===== config.mk =====
export PLATFORM = sky130hd
export DESIGN_NAME = fl_pins
export DESIGN_NICKNAME = d
export VERILOG_FILES = /design/src/fl_pkg.sv /design/src/fl_array_map.sv /design/src/fl_pins.sv
export VERILOG_INCLUDE_DIRS = /design/src
export SDC_FILE = /design/constraint.sdc
export NUM_CORES = 1
export LEC_CHECK = 0
export BUFFER_PORTS_ARGS = -buffer_cell sky130_fd_sc_hd__buf_2
export CORE_MARGIN = 8
export CORE_UTILIZATION = 52
export DETAILED_ROUTE_END_ITERATION = 8
export GPL_ROUTABILITY_DRIVEN = 0
export PLACE_DENSITY = 0.77
export SYNTH_ARGS = -nofsm -noshare
export SYNTH_HDL_FRONTEND = slang
export SYNTH_HIERARCHICAL = 1
export SYNTH_SLANG_ARGS = --single-unit
export TNS_END_PERCENT = 10

===== constraint.sdc =====
create_clock -name clk -period 4.79 [get_ports clk]
set_input_delay 0.7185 -clock clk [delete_from_list [all_inputs] [get_ports clk]]
set_output_delay 0.7185 -clock clk [all_outputs]
set_load 0.03 [all_outputs]

===== src/fl_defs.svh =====
// constants for the serial flash pin block
`ifndef FL_DEFS_SVH
`define FL_DEFS_SVH
`define FL_CLK_MHZ 250
`define FL_RESET_MIN_NS 1000
`define FL_RESET_MIN_CYC ((`FL_RESET_MIN_NS * `FL_CLK_MHZ + 999) / 1000)
`define FL_RST_CNT_W 9
`define FL_SCLK_MAX_MHZ 104
`define FL_SAMPLE_MIN_CYC 8
`define FL_ADDR_W 24
`define FL_INSN_BITS 8
`define FL_BYTE_BITS 8
`define FL_PAGE_LSB 8
`define FL_SECTOR_LSB 12
`define FL_BLOCK_LSB 16
`define FL_ARRAY_LSB 18
`define FL_ARRAY_LAST 24'h03FFFF
`define FL_OE_OFF 4'hF
`endif


===== src/fl_pkg.sv =====
// types shared by the serial flash pin block
`include "fl_defs.svh"
package fl_pkg;
   typedef enum logic [2:0] {FL_PH_IDLE, FL_PH_INSN, FL_PH_CMD, FL_PH_ADDR, FL_PH_DATA} fl_phase_e;
   typedef enum logic [1:0] {FL_LANE_SINGLE, FL_LANE_DUAL, FL_LANE_QUAD} fl_lane_e;
   typedef enum logic [1:0] {FL_ER_SECTOR, FL_ER_BLOCK, FL_ER_CHIP} fl_erase_e;
   typedef struct packed {
      logic sclk_m;
      logic sclk_s;
      logic sclk_d;
      logic cs_m;
      logic cs_s;
      logic cs_d;
      logic [3:0] io_m;
      logic [3:0] io_s;
      logic armed;
      logic selected;
      logic hold_act;
      logic drv_on;
      fl_phase_e phase;
      fl_lane_e lane;
      logic is_read;
      logic wrap;
      logic [4:0] cnt;
      logic [`FL_ADDR_W-1:0] sh_in;
      logic [7:0] sh_out;
      logic [7:0] insn_byte;
      logic insn_valid;
      logic [`FL_ADDR_W-1:0] addr;
      logic [`FL_ADDR_W-1:0] cur_addr;
      logic addr_valid;
      logic [7:0] rx_byte;
      logic rx_valid;
      logic tx_next;
      logic [3:0] io_out;
      logic [3:0] io_oe_n;
      logic [`FL_RST_CNT_W-1:0] rst_cnt;
      logic hw_reset;
      logic [3:0] per_cnt;
      logic too_fast;
      logic sr_lock;
      logic prog_wr;
      logic [`FL_ADDR_W-1:0] prog_addr;
      logic [7:0] prog_data;
      logic erase_go;
      logic [`FL_ADDR_W-1:0] er_first;
      logic [`FL_ADDR_W-1:0] er_last;
      logic refused;
      logic [9:0] page;
      logic [5:0] sector;
      logic [1:0] block;
   } fl_st_s;
endpackage


===== src/fl_array_map.sv =====
// array organisation, protection range, program merge and erase span
`timescale 1ns/1ns
`include "fl_defs.svh"
module fl_array_map (
   input wire logic [`FL_ADDR_W-1:0] addr,
   input wire logic [2:0] bp,
   input wire logic tb,
   input wire logic sec,
   input wire logic cmp,
   input wire fl_pkg::fl_erase_e er_kind,
   input wire logic [7:0] old_byte,
   input wire logic [7:0] new_byte,
   output logic [9:0] page_idx,
   output logic [5:0] sector_idx,
   output logic [1:0] block_idx,
   output logic [`FL_ADDR_W-1:0] er_first,
   output logic [`FL_ADDR_W-1:0] er_last,
   output logic [7:0] merged,
   output logic prot,
   output logic er_prot
);
   logic [4:0] sz_lsb;
   logic [18:0] span;
   logic [18:0] off;
   logic in_rng;

   assign page_idx = addr[`FL_ARRAY_LSB-1:`FL_PAGE_LSB];
   assign sector_idx = addr[`FL_ARRAY_LSB-1:`FL_SECTOR_LSB];
   assign block_idx = addr[`FL_ARRAY_LSB-1:`FL_BLOCK_LSB];
   assign merged = old_byte & new_byte;

   always_comb begin
      sz_lsb = (sec ? 5'h0C : 5'h10) + {2'h0, bp} - 5'h01;
      span = (sz_lsb >= 5'h12) ? 19'h40000 : (19'h00001 << sz_lsb);
      off = {1'b0, addr[`FL_ARRAY_LSB-1:0]};
      if (tb) begin
         in_rng = off < span;
      end else begin
         in_rng = off >= (19'h40000 - span);
      end
      if (bp == 3'h0) begin
         in_rng = 1'b0;
      end
      prot = in_rng ^ cmp;
   end

   always_comb begin
      er_first = {addr[`FL_ADDR_W-1:`FL_SECTOR_LSB], 12'h000};
      er_last = {addr[`FL_ADDR_W-1:`FL_SECTOR_LSB], 12'hFFF};
      er_prot = prot;
      unique case (er_kind)
         fl_pkg::FL_ER_SECTOR: begin
         end
         fl_pkg::FL_ER_BLOCK: begin
            er_first = {addr[`FL_ADDR_W-1:`FL_BLOCK_LSB], 16'h0000};
            er_last = {addr[`FL_ADDR_W-1:`FL_BLOCK_LSB], 16'hFFFF};
         end
         fl_pkg::FL_ER_CHIP: begin
            er_first = 24'h000000;
            er_last = `FL_ARRAY_LAST;
            er_prot = (bp != 3'h0) || cmp;
         end
         default: begin
            er_prot = 1'b1;
         end
      endcase
   end
endmodule


===== src/fl_pins.sv =====
// serial flash pin front end: select, edges, shared pins, transfers
`timescale 1ns/1ns
`include "fl_defs.svh"
module fl_pins (
   input wire logic clk,
   input wire logic rst_n,
   input wire logic sclk,
   input wire logic cs_n,
   input wire logic [3:0] io_in,
   output logic [3:0] io_out,
   output logic [3:0] io_oe_n,
   input wire logic quad_enable_bit,
   input wire logic pin3_function_select,
   input wire logic status_protect_bit,
   input wire logic block_protect_bit0,
   input wire logic block_protect_bit1,
   input wire logic block_protect_bit2,
   input wire logic top_bottom_select,
   input wire logic sector_block_select,
   input wire logic complement_protect,
   input wire logic cont_read_mode,
   input wire fl_pkg::fl_lane_e cmd_lane,
   input wire logic cmd_is_read,
   input wire logic cmd_has_addr,
   input wire logic cmd_page_wrap,
   input wire logic [7:0] tx_byte,
   input wire logic [`FL_ADDR_W-1:0] req_addr,
   input wire logic prog_req,
   input wire logic [7:0] prog_new,
   input wire logic [7:0] prog_old,
   input wire logic erase_req,
   input wire fl_pkg::fl_erase_e erase_kind,
   output logic [7:0] insn_byte,
   output logic insn_valid,
   output logic [`FL_ADDR_W-1:0] addr_out,
   output logic addr_valid,
   output logic [`FL_ADDR_W-1:0] cur_addr,
   output logic [7:0] rx_byte,
   output logic rx_valid,
   output logic tx_next,
   output logic hold_active,
   output logic hw_reset,
   output logic sr_write_locked,
   output logic sclk_too_fast,
   output logic prog_wr,
   output logic [`FL_ADDR_W-1:0] prog_wr_addr,
   output logic [7:0] prog_wr_data,
   output logic erase_go,
   output logic [`FL_ADDR_W-1:0] erase_first,
   output logic [`FL_ADDR_W-1:0] erase_last,
   output logic req_refused,
   output logic [9:0] req_page,
   output logic [5:0] req_sector,
   output logic [1:0] req_block
);
   fl_pkg::fl_st_s s_r;
   fl_pkg::fl_st_s s_nxt;
   logic rise;
   logic fall;
   logic cs_fall;
   logic hold_in;
   logic rst_low;
   logic [4:0] w;
   logic [`FL_ADDR_W-1:0] sh_tmp;
   logic [3:0] out_bits;
   logic [3:0] oe_mask;
   logic [`FL_ADDR_W-1:0] addr_inc;
   fl_pkg::fl_lane_e eff_lane;
   logic [9:0] m_page;
   logic [5:0] m_sector;
   logic [1:0] m_block;
   logic [`FL_ADDR_W-1:0] m_first;
   logic [`FL_ADDR_W-1:0] m_last;
   logic [7:0] m_merged;
   logic m_prot;
   logic m_er_prot;

   function automatic logic [4:0] lane_w(input fl_pkg::fl_lane_e ln);
      unique case (ln)
         fl_pkg::FL_LANE_DUAL: lane_w = 5'h02;
         fl_pkg::FL_LANE_QUAD: lane_w = 5'h04;
         default: lane_w = 5'h01;
      endcase
   endfunction

   function automatic logic [`FL_ADDR_W-1:0] shift_in(input logic [`FL_ADDR_W-1:0] sh,
                                                     input logic [3:0] io,
                                                     input fl_pkg::fl_lane_e ln);
      unique case (ln)
         fl_pkg::FL_LANE_DUAL: shift_in = {sh[`FL_ADDR_W-3:0], io[1:0]};
         fl_pkg::FL_LANE_QUAD: shift_in = {sh[`FL_ADDR_W-5:0], io[3:0]};
         default: shift_in = {sh[`FL_ADDR_W-2:0], io[0]};
      endcase
   endfunction

   assign rise = s_r.sclk_s & ~s_r.sclk_d;
   assign fall = ~s_r.sclk_s & s_r.sclk_d;
   assign cs_fall = s_r.cs_d & ~s_r.cs_s;
   assign w = lane_w(s_r.lane);
   assign sh_tmp = shift_in(s_r.sh_in, s_r.io_s, s_r.lane);
   // hold unless quad or reset select
   assign hold_in = !quad_enable_bit && !pin3_function_select && !s_r.io_s[3];
   // pin 3 as reset when selected and quad not enabled
   assign rst_low = !quad_enable_bit && pin3_function_select && !s_r.io_s[3];
   assign eff_lane = (cmd_lane == fl_pkg::FL_LANE_QUAD && !quad_enable_bit) ?
                     fl_pkg::FL_LANE_SINGLE : cmd_lane;
   assign addr_inc = s_r.wrap ?
                     {s_r.cur_addr[`FL_ADDR_W-1:`FL_PAGE_LSB], s_r.cur_addr[7:0] + 8'h01} :
                     s_r.cur_addr + 24'h000001;

   always_comb begin
      unique case (s_r.lane)
         fl_pkg::FL_LANE_DUAL: begin
            out_bits = {2'h0, s_r.sh_out[7:6]};
            oe_mask = 4'h3;
         end
         fl_pkg::FL_LANE_QUAD: begin
            out_bits = s_r.sh_out[7:4];
            oe_mask = 4'hF;
         end
         default: begin
            out_bits = {2'h0, s_r.sh_out[7], 1'b0};
            oe_mask = 4'h2;
         end
      endcase
   end

   always_comb begin
      s_nxt = s_r;
      s_nxt.sclk_m = sclk;
      s_nxt.sclk_s = s_r.sclk_m;
      s_nxt.sclk_d = s_r.sclk_s;
      s_nxt.cs_m = cs_n;
      s_nxt.cs_s = s_r.cs_m;
      s_nxt.cs_d = s_r.cs_s;
      s_nxt.io_m = io_in;
      s_nxt.io_s = s_r.io_m;
      s_nxt.insn_valid = 1'b0;
      s_nxt.addr_valid = 1'b0;
      s_nxt.rx_valid = 1'b0;
      s_nxt.tx_next = 1'b0;
      s_nxt.hw_reset = 1'b0;
      s_nxt.prog_wr = 1'b0;
      s_nxt.erase_go = 1'b0;
      s_nxt.refused = 1'b0;
      s_nxt.hold_act = hold_in && !s_r.cs_s;
      s_nxt.sr_lock = status_protect_bit && !quad_enable_bit && !s_r.io_s[2];
      if (s_r.cs_s) begin
         s_nxt.armed = 1'b1;
      end
      if (rise) begin
         s_nxt.per_cnt = 4'h0;
      end else if (s_r.per_cnt != 4'hF) begin
         s_nxt.per_cnt = s_r.per_cnt + 4'h1;
      end
      if (s_r.cs_s) begin
         s_nxt.selected = 1'b0;
         s_nxt.phase = fl_pkg::FL_PH_IDLE;
         s_nxt.drv_on = 1'b0;
      end else if (cs_fall && s_r.armed) begin
         s_nxt.selected = 1'b1;
         s_nxt.cnt = 5'h00;
         s_nxt.too_fast = 1'b0;
         if (cont_read_mode) begin
            s_nxt.phase = fl_pkg::FL_PH_ADDR;
            s_nxt.lane = eff_lane;
            s_nxt.is_read = 1'b1;
            s_nxt.wrap = 1'b0;
         end else begin
            s_nxt.phase = fl_pkg::FL_PH_INSN;
            s_nxt.lane = fl_pkg::FL_LANE_SINGLE;
         end
      end else if (s_r.selected && !s_r.hold_act) begin
         unique case (s_r.phase)
            fl_pkg::FL_PH_IDLE: begin
            end
            fl_pkg::FL_PH_INSN: begin
               if (rise) begin
                  s_nxt.sh_in = sh_tmp;
                  s_nxt.cnt = s_r.cnt + 5'h01;
                  if (s_r.cnt == 5'(`FL_INSN_BITS - 1)) begin
                     s_nxt.insn_byte = sh_tmp[7:0];
                     s_nxt.insn_valid = 1'b1;
                     s_nxt.phase = fl_pkg::FL_PH_CMD;
                     s_nxt.cnt = 5'h00;
                  end
               end
            end
            fl_pkg::FL_PH_CMD: begin
               s_nxt.lane = eff_lane;
               s_nxt.is_read = cmd_is_read;
               s_nxt.wrap = cmd_page_wrap;
               s_nxt.phase = cmd_has_addr ? fl_pkg::FL_PH_ADDR : fl_pkg::FL_PH_DATA;
               if (!cmd_has_addr && cmd_is_read) begin
                  s_nxt.sh_out = tx_byte;
                  s_nxt.tx_next = 1'b1;
               end
            end
            fl_pkg::FL_PH_ADDR: begin
               if (rise) begin
                  s_nxt.sh_in = sh_tmp;
                  s_nxt.cnt = s_r.cnt + w;
                  if (s_r.cnt + w == 5'(`FL_ADDR_W)) begin
                     s_nxt.addr = sh_tmp;
                     s_nxt.cur_addr = sh_tmp;
                     s_nxt.addr_valid = 1'b1;
                     s_nxt.phase = fl_pkg::FL_PH_DATA;
                     s_nxt.cnt = 5'h00;
                     if (s_r.is_read) begin
                        s_nxt.sh_out = tx_byte;
                        s_nxt.tx_next = 1'b1;
                     end
                  end
               end
            end
            fl_pkg::FL_PH_DATA: begin
               if (s_r.is_read) begin
                  if (fall) begin
                     s_nxt.drv_on = 1'b1;
                     s_nxt.io_out = out_bits;
                     s_nxt.sh_out = s_r.sh_out << w;
                     s_nxt.cnt = s_r.cnt + w;
                     if (s_r.cnt + w == 5'(`FL_BYTE_BITS)) begin
                        s_nxt.sh_out = tx_byte;
                        s_nxt.tx_next = 1'b1;
                        s_nxt.cnt = 5'h00;
                        s_nxt.cur_addr = addr_inc;
                     end
                  end
               end else if (rise) begin
                  s_nxt.sh_in = sh_tmp;
                  s_nxt.cnt = s_r.cnt + w;
                  if (s_r.cnt + w == 5'(`FL_BYTE_BITS)) begin
                     s_nxt.rx_byte = sh_tmp[7:0];
                     s_nxt.rx_valid = 1'b1;
                     s_nxt.cnt = 5'h00;
                     s_nxt.cur_addr = addr_inc;
                  end
               end
            end
            default: begin
               s_nxt.phase = fl_pkg::FL_PH_IDLE;
            end
         endcase
      end
      if (rise && s_r.selected && s_r.per_cnt < 4'(`FL_SAMPLE_MIN_CYC - 1)) begin
         s_nxt.too_fast = 1'b1;
      end
      if (rst_low) begin
         if (s_r.rst_cnt != `FL_RST_CNT_W'(`FL_RESET_MIN_CYC)) begin
            s_nxt.rst_cnt = s_r.rst_cnt + `FL_RST_CNT_W'(1);
         end
      end else begin
         s_nxt.rst_cnt = '0;
      end
      if (s_nxt.rst_cnt == `FL_RST_CNT_W'(`FL_RESET_MIN_CYC)) begin
         s_nxt.hw_reset = s_r.rst_cnt != `FL_RST_CNT_W'(`FL_RESET_MIN_CYC);
         s_nxt.selected = 1'b0;
         s_nxt.phase = fl_pkg::FL_PH_IDLE;
         s_nxt.drv_on = 1'b0;
         s_nxt.armed = 1'b0;
      end
      s_nxt.io_oe_n = ~(oe_mask & {4{s_nxt.drv_on && !s_nxt.hold_act && s_nxt.selected}});
      s_nxt.page = m_page;
      s_nxt.sector = m_sector;
      s_nxt.block = m_block;
      if (prog_req) begin
         s_nxt.refused = m_prot;
         s_nxt.prog_wr = !m_prot;
         s_nxt.prog_addr = req_addr;
         s_nxt.prog_data = m_merged;
      end else if (erase_req) begin
         s_nxt.refused = m_er_prot;
         s_nxt.erase_go = !m_er_prot;
         s_nxt.er_first = m_first;
         s_nxt.er_last = m_last;
      end
   end

   always_ff @(posedge clk) begin
      if (!rst_n) begin
         s_r <= '0;
         s_r.io_oe_n <= `FL_OE_OFF;
      end else begin
         s_r <= s_nxt;
      end
   end

   fl_array_map u_map (
      .addr(req_addr),
      .bp({block_protect_bit2, block_protect_bit1, block_protect_bit0}),
      .tb(top_bottom_select),
      .sec(sector_block_select),
      .cmp(complement_protect),
      .er_kind(erase_kind),
      .old_byte(prog_old),
      .new_byte(prog_new),
      .page_idx(m_page),
      .sector_idx(m_sector),
      .block_idx(m_block),
      .er_first(m_first),
      .er_last(m_last),
      .merged(m_merged),
      .prot(m_prot),
      .er_prot(m_er_prot)
   );

   assign io_out = s_r.io_out;
   assign io_oe_n = s_r.io_oe_n;
   assign insn_byte = s_r.insn_byte;
   assign insn_valid = s_r.insn_valid;
   assign addr_out = s_r.addr;
   assign addr_valid = s_r.addr_valid;
   assign cur_addr = s_r.cur_addr;
   assign rx_byte = s_r.rx_byte;
   assign rx_valid = s_r.rx_valid;
   assign tx_next = s_r.tx_next;
   assign hold_active = s_r.hold_act;
   assign hw_reset = s_r.hw_reset;
   assign sr_write_locked = s_r.sr_lock;
   assign sclk_too_fast = s_r.too_fast;
   assign prog_wr = s_r.prog_wr;
   assign prog_wr_addr = s_r.prog_addr;
   assign prog_wr_data = s_r.prog_data;
   assign erase_go = s_r.erase_go;
   assign erase_first = s_r.er_first;
   assign erase_last = s_r.er_last;
   assign req_refused = s_r.refused;
   assign req_page = s_r.page;
   assign req_sector = s_r.sector;
   assign req_block = s_r.block;
endmodule


==> flow_summary.ini, run 1 <==
[synth]
synth_area_sq_um = 14280
synth_cell_types = 81
ys.flop_type = dfxtp_1
synthMuxAreaShare_pct = 4.417
synth_area_per_cell_sq_um = 8.012
synthSimpleGateAreaFrac_pct = 21.43
ys_ff_latch = 253
yosysWarnings = 6
synthCells = 1782
yosysSeqAreaShare_pct = 35.47
yosysTopAreaCell = dfxtp_1
synth.top_cell.area_share_pct = 35.47
synth_xor_area_share_pct = 2.445
synthArstFlopShare_pct = 0
synthAdderAreaFrac_pct = 5.363
synth_edf_count = 0
synth_compound_area_share_pct = 16.10
synthTopCellsByArea = dfxtp_1 (35%), buf_4 (11%), nand2_1 (8.5%)
synth_top_family_by_area = simple AND/OR/NAND/NOR gates

[final_layout]
nets = 1941
final-instance-count-excl-fill = 2165
fin_util_pct = 56.40
diodes = 0
drive_gt1_share_pct = 19.90
design_area_sq_um = 15200
area_growth_syn_to_layout_pct = 6.467

[global_route]
grt_max_degree = 97
grt_overflow_total = 0
antenna_found_initial = 2
grt_usage_pct = 21.13
grt_pass1_wl_um = 58640
grt_pass1_vias = 11450

[clock_tree]
clockRootBuffer = clkbuf_16
ctsHoldBuffers = 0
ctsResizeCount = 0
clk_pin_slew_ns = 0.06
cts_made_buffers = 27
cts_tree = done
cts.sinks = 253
htree_levels = 1
post_cts_buffers = 0
insertion_delay_ns = 0.52
clock_path_buffers = 3

[placement]
place_ws_ns = -0.1171
place_hpwl_um = 26630
place_area_sq_um = 14310
io_buffer_count = 255
dp_cells = 2118

[job]
drv_cap = 0

[drt]
wl_um = 36480
detail-route-antenna-nets = 0
viasPerCell = 5.552
first_iter_violations = 684
drcViolationCount = 0
first_pass_iters = 5
num_vias = 12020
wl_per_cell_um = 16.85

[pwr]
power.internal_mw = 3.590
p_switching_mw = 1.204
power_frac_seq_pct = 45.5
clkPwrFrac_pct = 42.9
share_comb_of_total_power_pct = 11.6
swShare_pct = 25.11
p_leak_nw = 6.351
ir_drop_v = 0.0002178
total_power_mw = 4.794
power_density_nw_per_um2 = 315.3

[timing]
post-route-period-util_pct = 93.54
hold_violations = 0
worst_pin_slew_ns = 1.179
fin_crit_ns = 4.481
whs_ns = 0.4050
setup_slack_ns = 0.3094
setup_viol = 0
setup_tns_ns = 0
drv_slew = 0
rsz0062_at_grt = no
max_freq_mhz = 223.2
maxSlewHeadroom_pct = 20.57
skew_ns = 0.01087

[floorplan]
dieArea_sq_um = 33010
fp.dieH_um = 181.7
pin_count = 256
die_w_um = 181.7
rows = 60
initial_core_util_pct = 52.98
core-area_sq_um = 26950

[setup_path]
crit_path_end_kind = flip-flop
path_class = in2reg
cp-start-kind = primary input
worstPathRequired_ns = 5.16
cp.arrival_ns = 4.85
cp_max_fo = 6

[status]
run_status = completed

[worst_hold_path]
hold_path.class = in2reg
[final cells by class]
cell class	instances	area (sq um)
inverters	24	92.59
flip-flops and latches	253	5065
fillers	2473	11750
clock buffers	41	828.3
repair buffers	285	1514
multi-input cells	1215	7214
well taps	341	426.7
clock inverters	6	60.06
[worst max-delay path, stage by stage]
cell      delay, ns
buf_2          0.07
inv_1          0.07
ha_1           0.27
inv_1          0.05
fa_2           0.36
a211o_1        0.27
a21oi_2        0.19
and3_1         0.20
inv_1          0.05
ha_1           0.24
nor2_1         0.17
a21o_1         0.10
a21oi_1        0.05
o21ai_0        0.18
ha_1           0.27
a21oi_1        0.15
o21ai_0        0.16
a22oi_1        0.23
o211ai_1       0.12
a311oi_1       0.29
nor2_2         0.12
mux2_4         0.31
a22oi_1        0.16
nor2_1         0.06
[layout by cell type, fill, tap and decap left out, drive strengths merged, types with 19 or more instances in the layout]
master | Yosys | routed
mux2i | 57 | 57
buf | 240 | 285
nor3 | 20 | 20
inv | 24 | 24
nand3 | 29 | 29
a22oi | 32 | 32
ha | 58 | 58
o21ai | 92 | 92
nand2b | 20 | 20
nand2 | 322 | 322
dfxtp | 253 | 253
nor2 | 123 | 123
clkbuf | 72 | 41
xor2 | 20 | 20
a21oi | 141 | 141
and2 | 56 | 56
conb | 2 | 24
xnor2 | 19 | 19
[worst paths after layout]
kind | from | endpoint | slack (ns) | depth (start not counted)
min | io_in[1] | s_nxt[242] | 0.41 | 2
min reg2reg | s_nxt[244] | s_r[244] | 0.43 | 1
max | sector_block_select | req_refused | 0.31 | 24
max reg2reg | s_r[232] | tx_next | 1.14 | 11
[synthesized netlist by cell type (4+ instances only)]
library cell and number:
nand2_1 322, dfxtp_1 253, buf_4 218, a21oi_1 140, nor2_1 121, o21ai_0 86, clkbuf_1 71, ha_1 58
mux2i_1 57, and2_1 56, a22oi_1 32, nand3_1 29, inv_1 24, nand2b_1 20, nor3_1 19, xnor2_1 19
xor2_1 19, nor2b_1 18, nand4_1 14, a32o_1 13, or3_1 12, a31oi_1 11, buf_2 11, buf_1 10
and3_1 9, a22o_1 8, o211ai_1 8, a211oi_1 7, a21o_1 7, o21a_1 6, o21ai_1 6, or2_2 6
and4_1 5, nor4_1 5, o22ai_1 5, mux2_2 4, or3b_2 4, or4_1 4
[power by group through the flow]
stage               registers, mW  clock network (mW)  logic (mW)
finish                       2.18                2.06       0.554
global route                 2.19                2.18       0.612
CTS                          2.18                2.10       0.553
detailed placement           2.23                   0       0.551
global placement             2.23                   0       0.537
floorplan                    2.23                   0       0.454
[cells by family after synthesis]
family	Yosys count
and+or+nand+nor	661
other	2
xor gates and xnor gates	39
AOI/OAI and AO/OA	369
adders and majority gates	60
muxes	62
buffers and inverters	336
DFF	253
[metal layers]
metal	routed length, um	GRT usage (%)	share of wire, %
met5	23	0	0.063
met4	1080	6.527	3.0
met3	2762	4.850	7.6
met1	15050	25.41	41
met2	17560	36.86	48
Note: power is estimated with default switching activity, not from simulation.
==> run 2, diff against run 1 <==
--- a/config.mk
+++ b/config.mk
@@ -8,10 +8,10 @@
 export LEC_CHECK = 0
 export BUFFER_PORTS_ARGS = -buffer_cell sky130_fd_sc_hd__buf_2
 export CORE_MARGIN = 8
-export CORE_UTILIZATION = 52
+export CORE_UTILIZATION = 40
 export DETAILED_ROUTE_END_ITERATION = 8
 export GPL_ROUTABILITY_DRIVEN = 0
-export PLACE_DENSITY = 0.77
+export PLACE_DENSITY = 0.62
 export SYNTH_ARGS = -nofsm -noshare
 export SYNTH_HDL_FRONTEND = slang
 export SYNTH_HIERARCHICAL = 1
==> run 2 against run 1 <==
  * First-iteration DRC count is 20% higher
  * Wire length up 8.6%
  * Die area grew 27%
  * Clock power up 29%
  * Highest routed layer unchanged
==> flow_summary.ini, run 2 (synthesis gave the netlist of run 1 again) <==
[status]
run_status = completed

[setup_path]
path_class = in2reg
crit_start = sector_block_select
cp-endpoint = req_refused
cp_num_buf_inv = 4
cp.depth = 24
path_cells = buf_2 > inv_1 > ha_1 > inv_1 > fa_2 > a211o_1 > a21oi_2 > and3_1 > inv_1 > ha_1 > nor2_1 > a21o_1 > a21oi_1 > o21ai_1 > ha_1 > a21oi_1 > o21ai_0 > a22oi_1 > o211ai_1 > a311oi_1 > nor2_2 > mux2_4 > a22oi_1 > nor2_1
worstPathRequired_ns = 5.22
crit_path_end_kind = flip-flop
max_stage_delay_ns = 0.36
cpMaxStageDelayCell = fa_2
crit_family = compound AO/OA/AOI/OAI gates
r2r_slack_ns = 1.07
r2r_cells = 12
cp-start-kind = primary input
cp.arrival_ns = 4.85
r2r-start = s_r[232]
cp_max_fo = 7

[timing]
setup_slack_ns = 0.3695
drv_slew = 0
whs_ns = 0.3602
fin_crit_ns = 4.421
setup_tns_ns = 0
rsz0062_at_grt = no
hold_violations = 0
setup_viol = 0
skew_ns = 0.007212
maxSlewHeadroom_pct = 28.78
post-route-period-util_pct = 92.29
max_freq_mhz = 226.2
worst_pin_slew_ns = 1.066

[placement]
place_hpwl_um = 28890
io_buffer_count = 255
dp_cells = 2244
place_area_sq_um = 14510
place_ws_ns = -0.1793

[final_layout]
final_cell_mix = nand2_1 (322), buf_2 (255), dfxtp_1 (253)
nets = 1950
layout_commonest_cell = nand2_1
design_area_sq_um = 15700
drive_gt1_share_pct = 20.66
fin_util_pct = 44.35
final-instance-count-excl-fill = 2302
area_growth_syn_to_layout_pct = 9.964

[floorplan]
pin_count = 256
initial_core_util_pct = 40.34
die_w_um = 204.9
dieArea_sq_um = 41990
core-area_sq_um = 35400
rows = 69
fp.dieH_um = 204.9

[pwr]
p_switching_mw = 1.319
power_frac_seq_pct = 40.3
p_leak_nw = 6.528
clkPwrFrac_pct = 49.2
share_comb_of_total_power_pct = 10.4
total_power_mw = 5.413
swShare_pct = 24.37
ir_drop_v = 0.0003348
power_density_nw_per_um2 = 344.8
power.internal_mw = 4.094

[drt]
first_iter_violations = 824
dr_wl_met2_um = 18680
drcViolationCount = 0
met1_length_um = 16880
detail-route-antenna-nets = 0
wl_per_cell_um = 17.22
num_vias = 11850
first_pass_iters = 5
dr_wl_met3_um = 2836
routed.top_layer = met5
viasPerCell = 5.146
wl_um = 39630

[global_route]
grt_pass1_vias = 11360
grt_usage_pct = 17.98
grt_overflow_total = 0
grt_max_degree = 94
grt_pass1_wl_um = 62030
antenna_found_initial = 4

[clock_tree]
cts_made_buffers = 30
htree_levels = 1
clock_path_buffers = 3
clk_pin_slew_ns = 0.06
clockRootBuffer = clkbuf_16
cts_tree = done
insertion_delay_ns = 0.56
ctsResizeCount = 0
cts.sinks = 253
post_cts_buffers = 0
ctsHoldBuffers = 0

[worst_hold_path]
hold_path.class = in2reg

[job]
drv_cap = 0
==> run 2: layout make-up <==
type | instances | area [sq um]
inverters | 24 | 92.59
well taps | 461 | 576.8
clock buffers | 41 | 893.4
clock inverters | 15 | 294.0
multi-input cells | 1215 | 7214
diodes | 2 | 5.005
fillers | 3550 | 19700
repair buffers | 291 | 1559
flip-flops and latches | 253 | 5065
==> run 2: how the worst min path moves through the flow <==
stage	start	endpoint	slack [ns]	cells after the start
floorplan	s_r[243]	sr_write_locked	0.40	1
global placement	s_nxt[243]	s_r[243]	0.42	1
detailed placement	s_nxt[244]	s_r[244]	0.42	1
CTS	cs_n	s_nxt[250]	0.32	2
global route	cs_n	s_nxt[250]	0.34	2
finish	cs_n	s_nxt[250]	0.36	2
==> run 2: worst register-to-register path, stage by stage (launching register included) <==
cell,delay (ns)
dfxtp_1,0.39
inv_1,0.08
ha_1,0.34
ha_1,0.24
ha_1,0.23
a21oi_1,0.24
xnor2_1,0.21
a2bb2oi_1,0.25
o22a_1,0.51
o21ai_1,0.10
buf_4,0.22
a31oi_1,0.59
a22o_1,0.25
==> run 2: routing by layer <==
layer  global-route usage [%]  vias up
met2                    30.14      366
met1                    22.31     5483
li1                         -     5924
met4                    5.591        6
met3                    4.649       67
met5                        0        -
==> run 2: power by group through the flow <==
| stage | registers [mW] | clock network, mW | logic [mW] |
|---|---|---|---|
| 4_1_cts | 2.18 | 2.73 | 0.566 |
| 6_report | 2.18 | 2.66 | 0.565 |
| 5_1_grt | 2.19 | 2.82 | 0.622 |
| 2_1_floorplan | 2.23 | 0 | 0.454 |
| 3_3_place_gp | 2.23 | 0 | 0.554 |
| 3_5_place_dp | 2.23 | 0 | 0.564 |
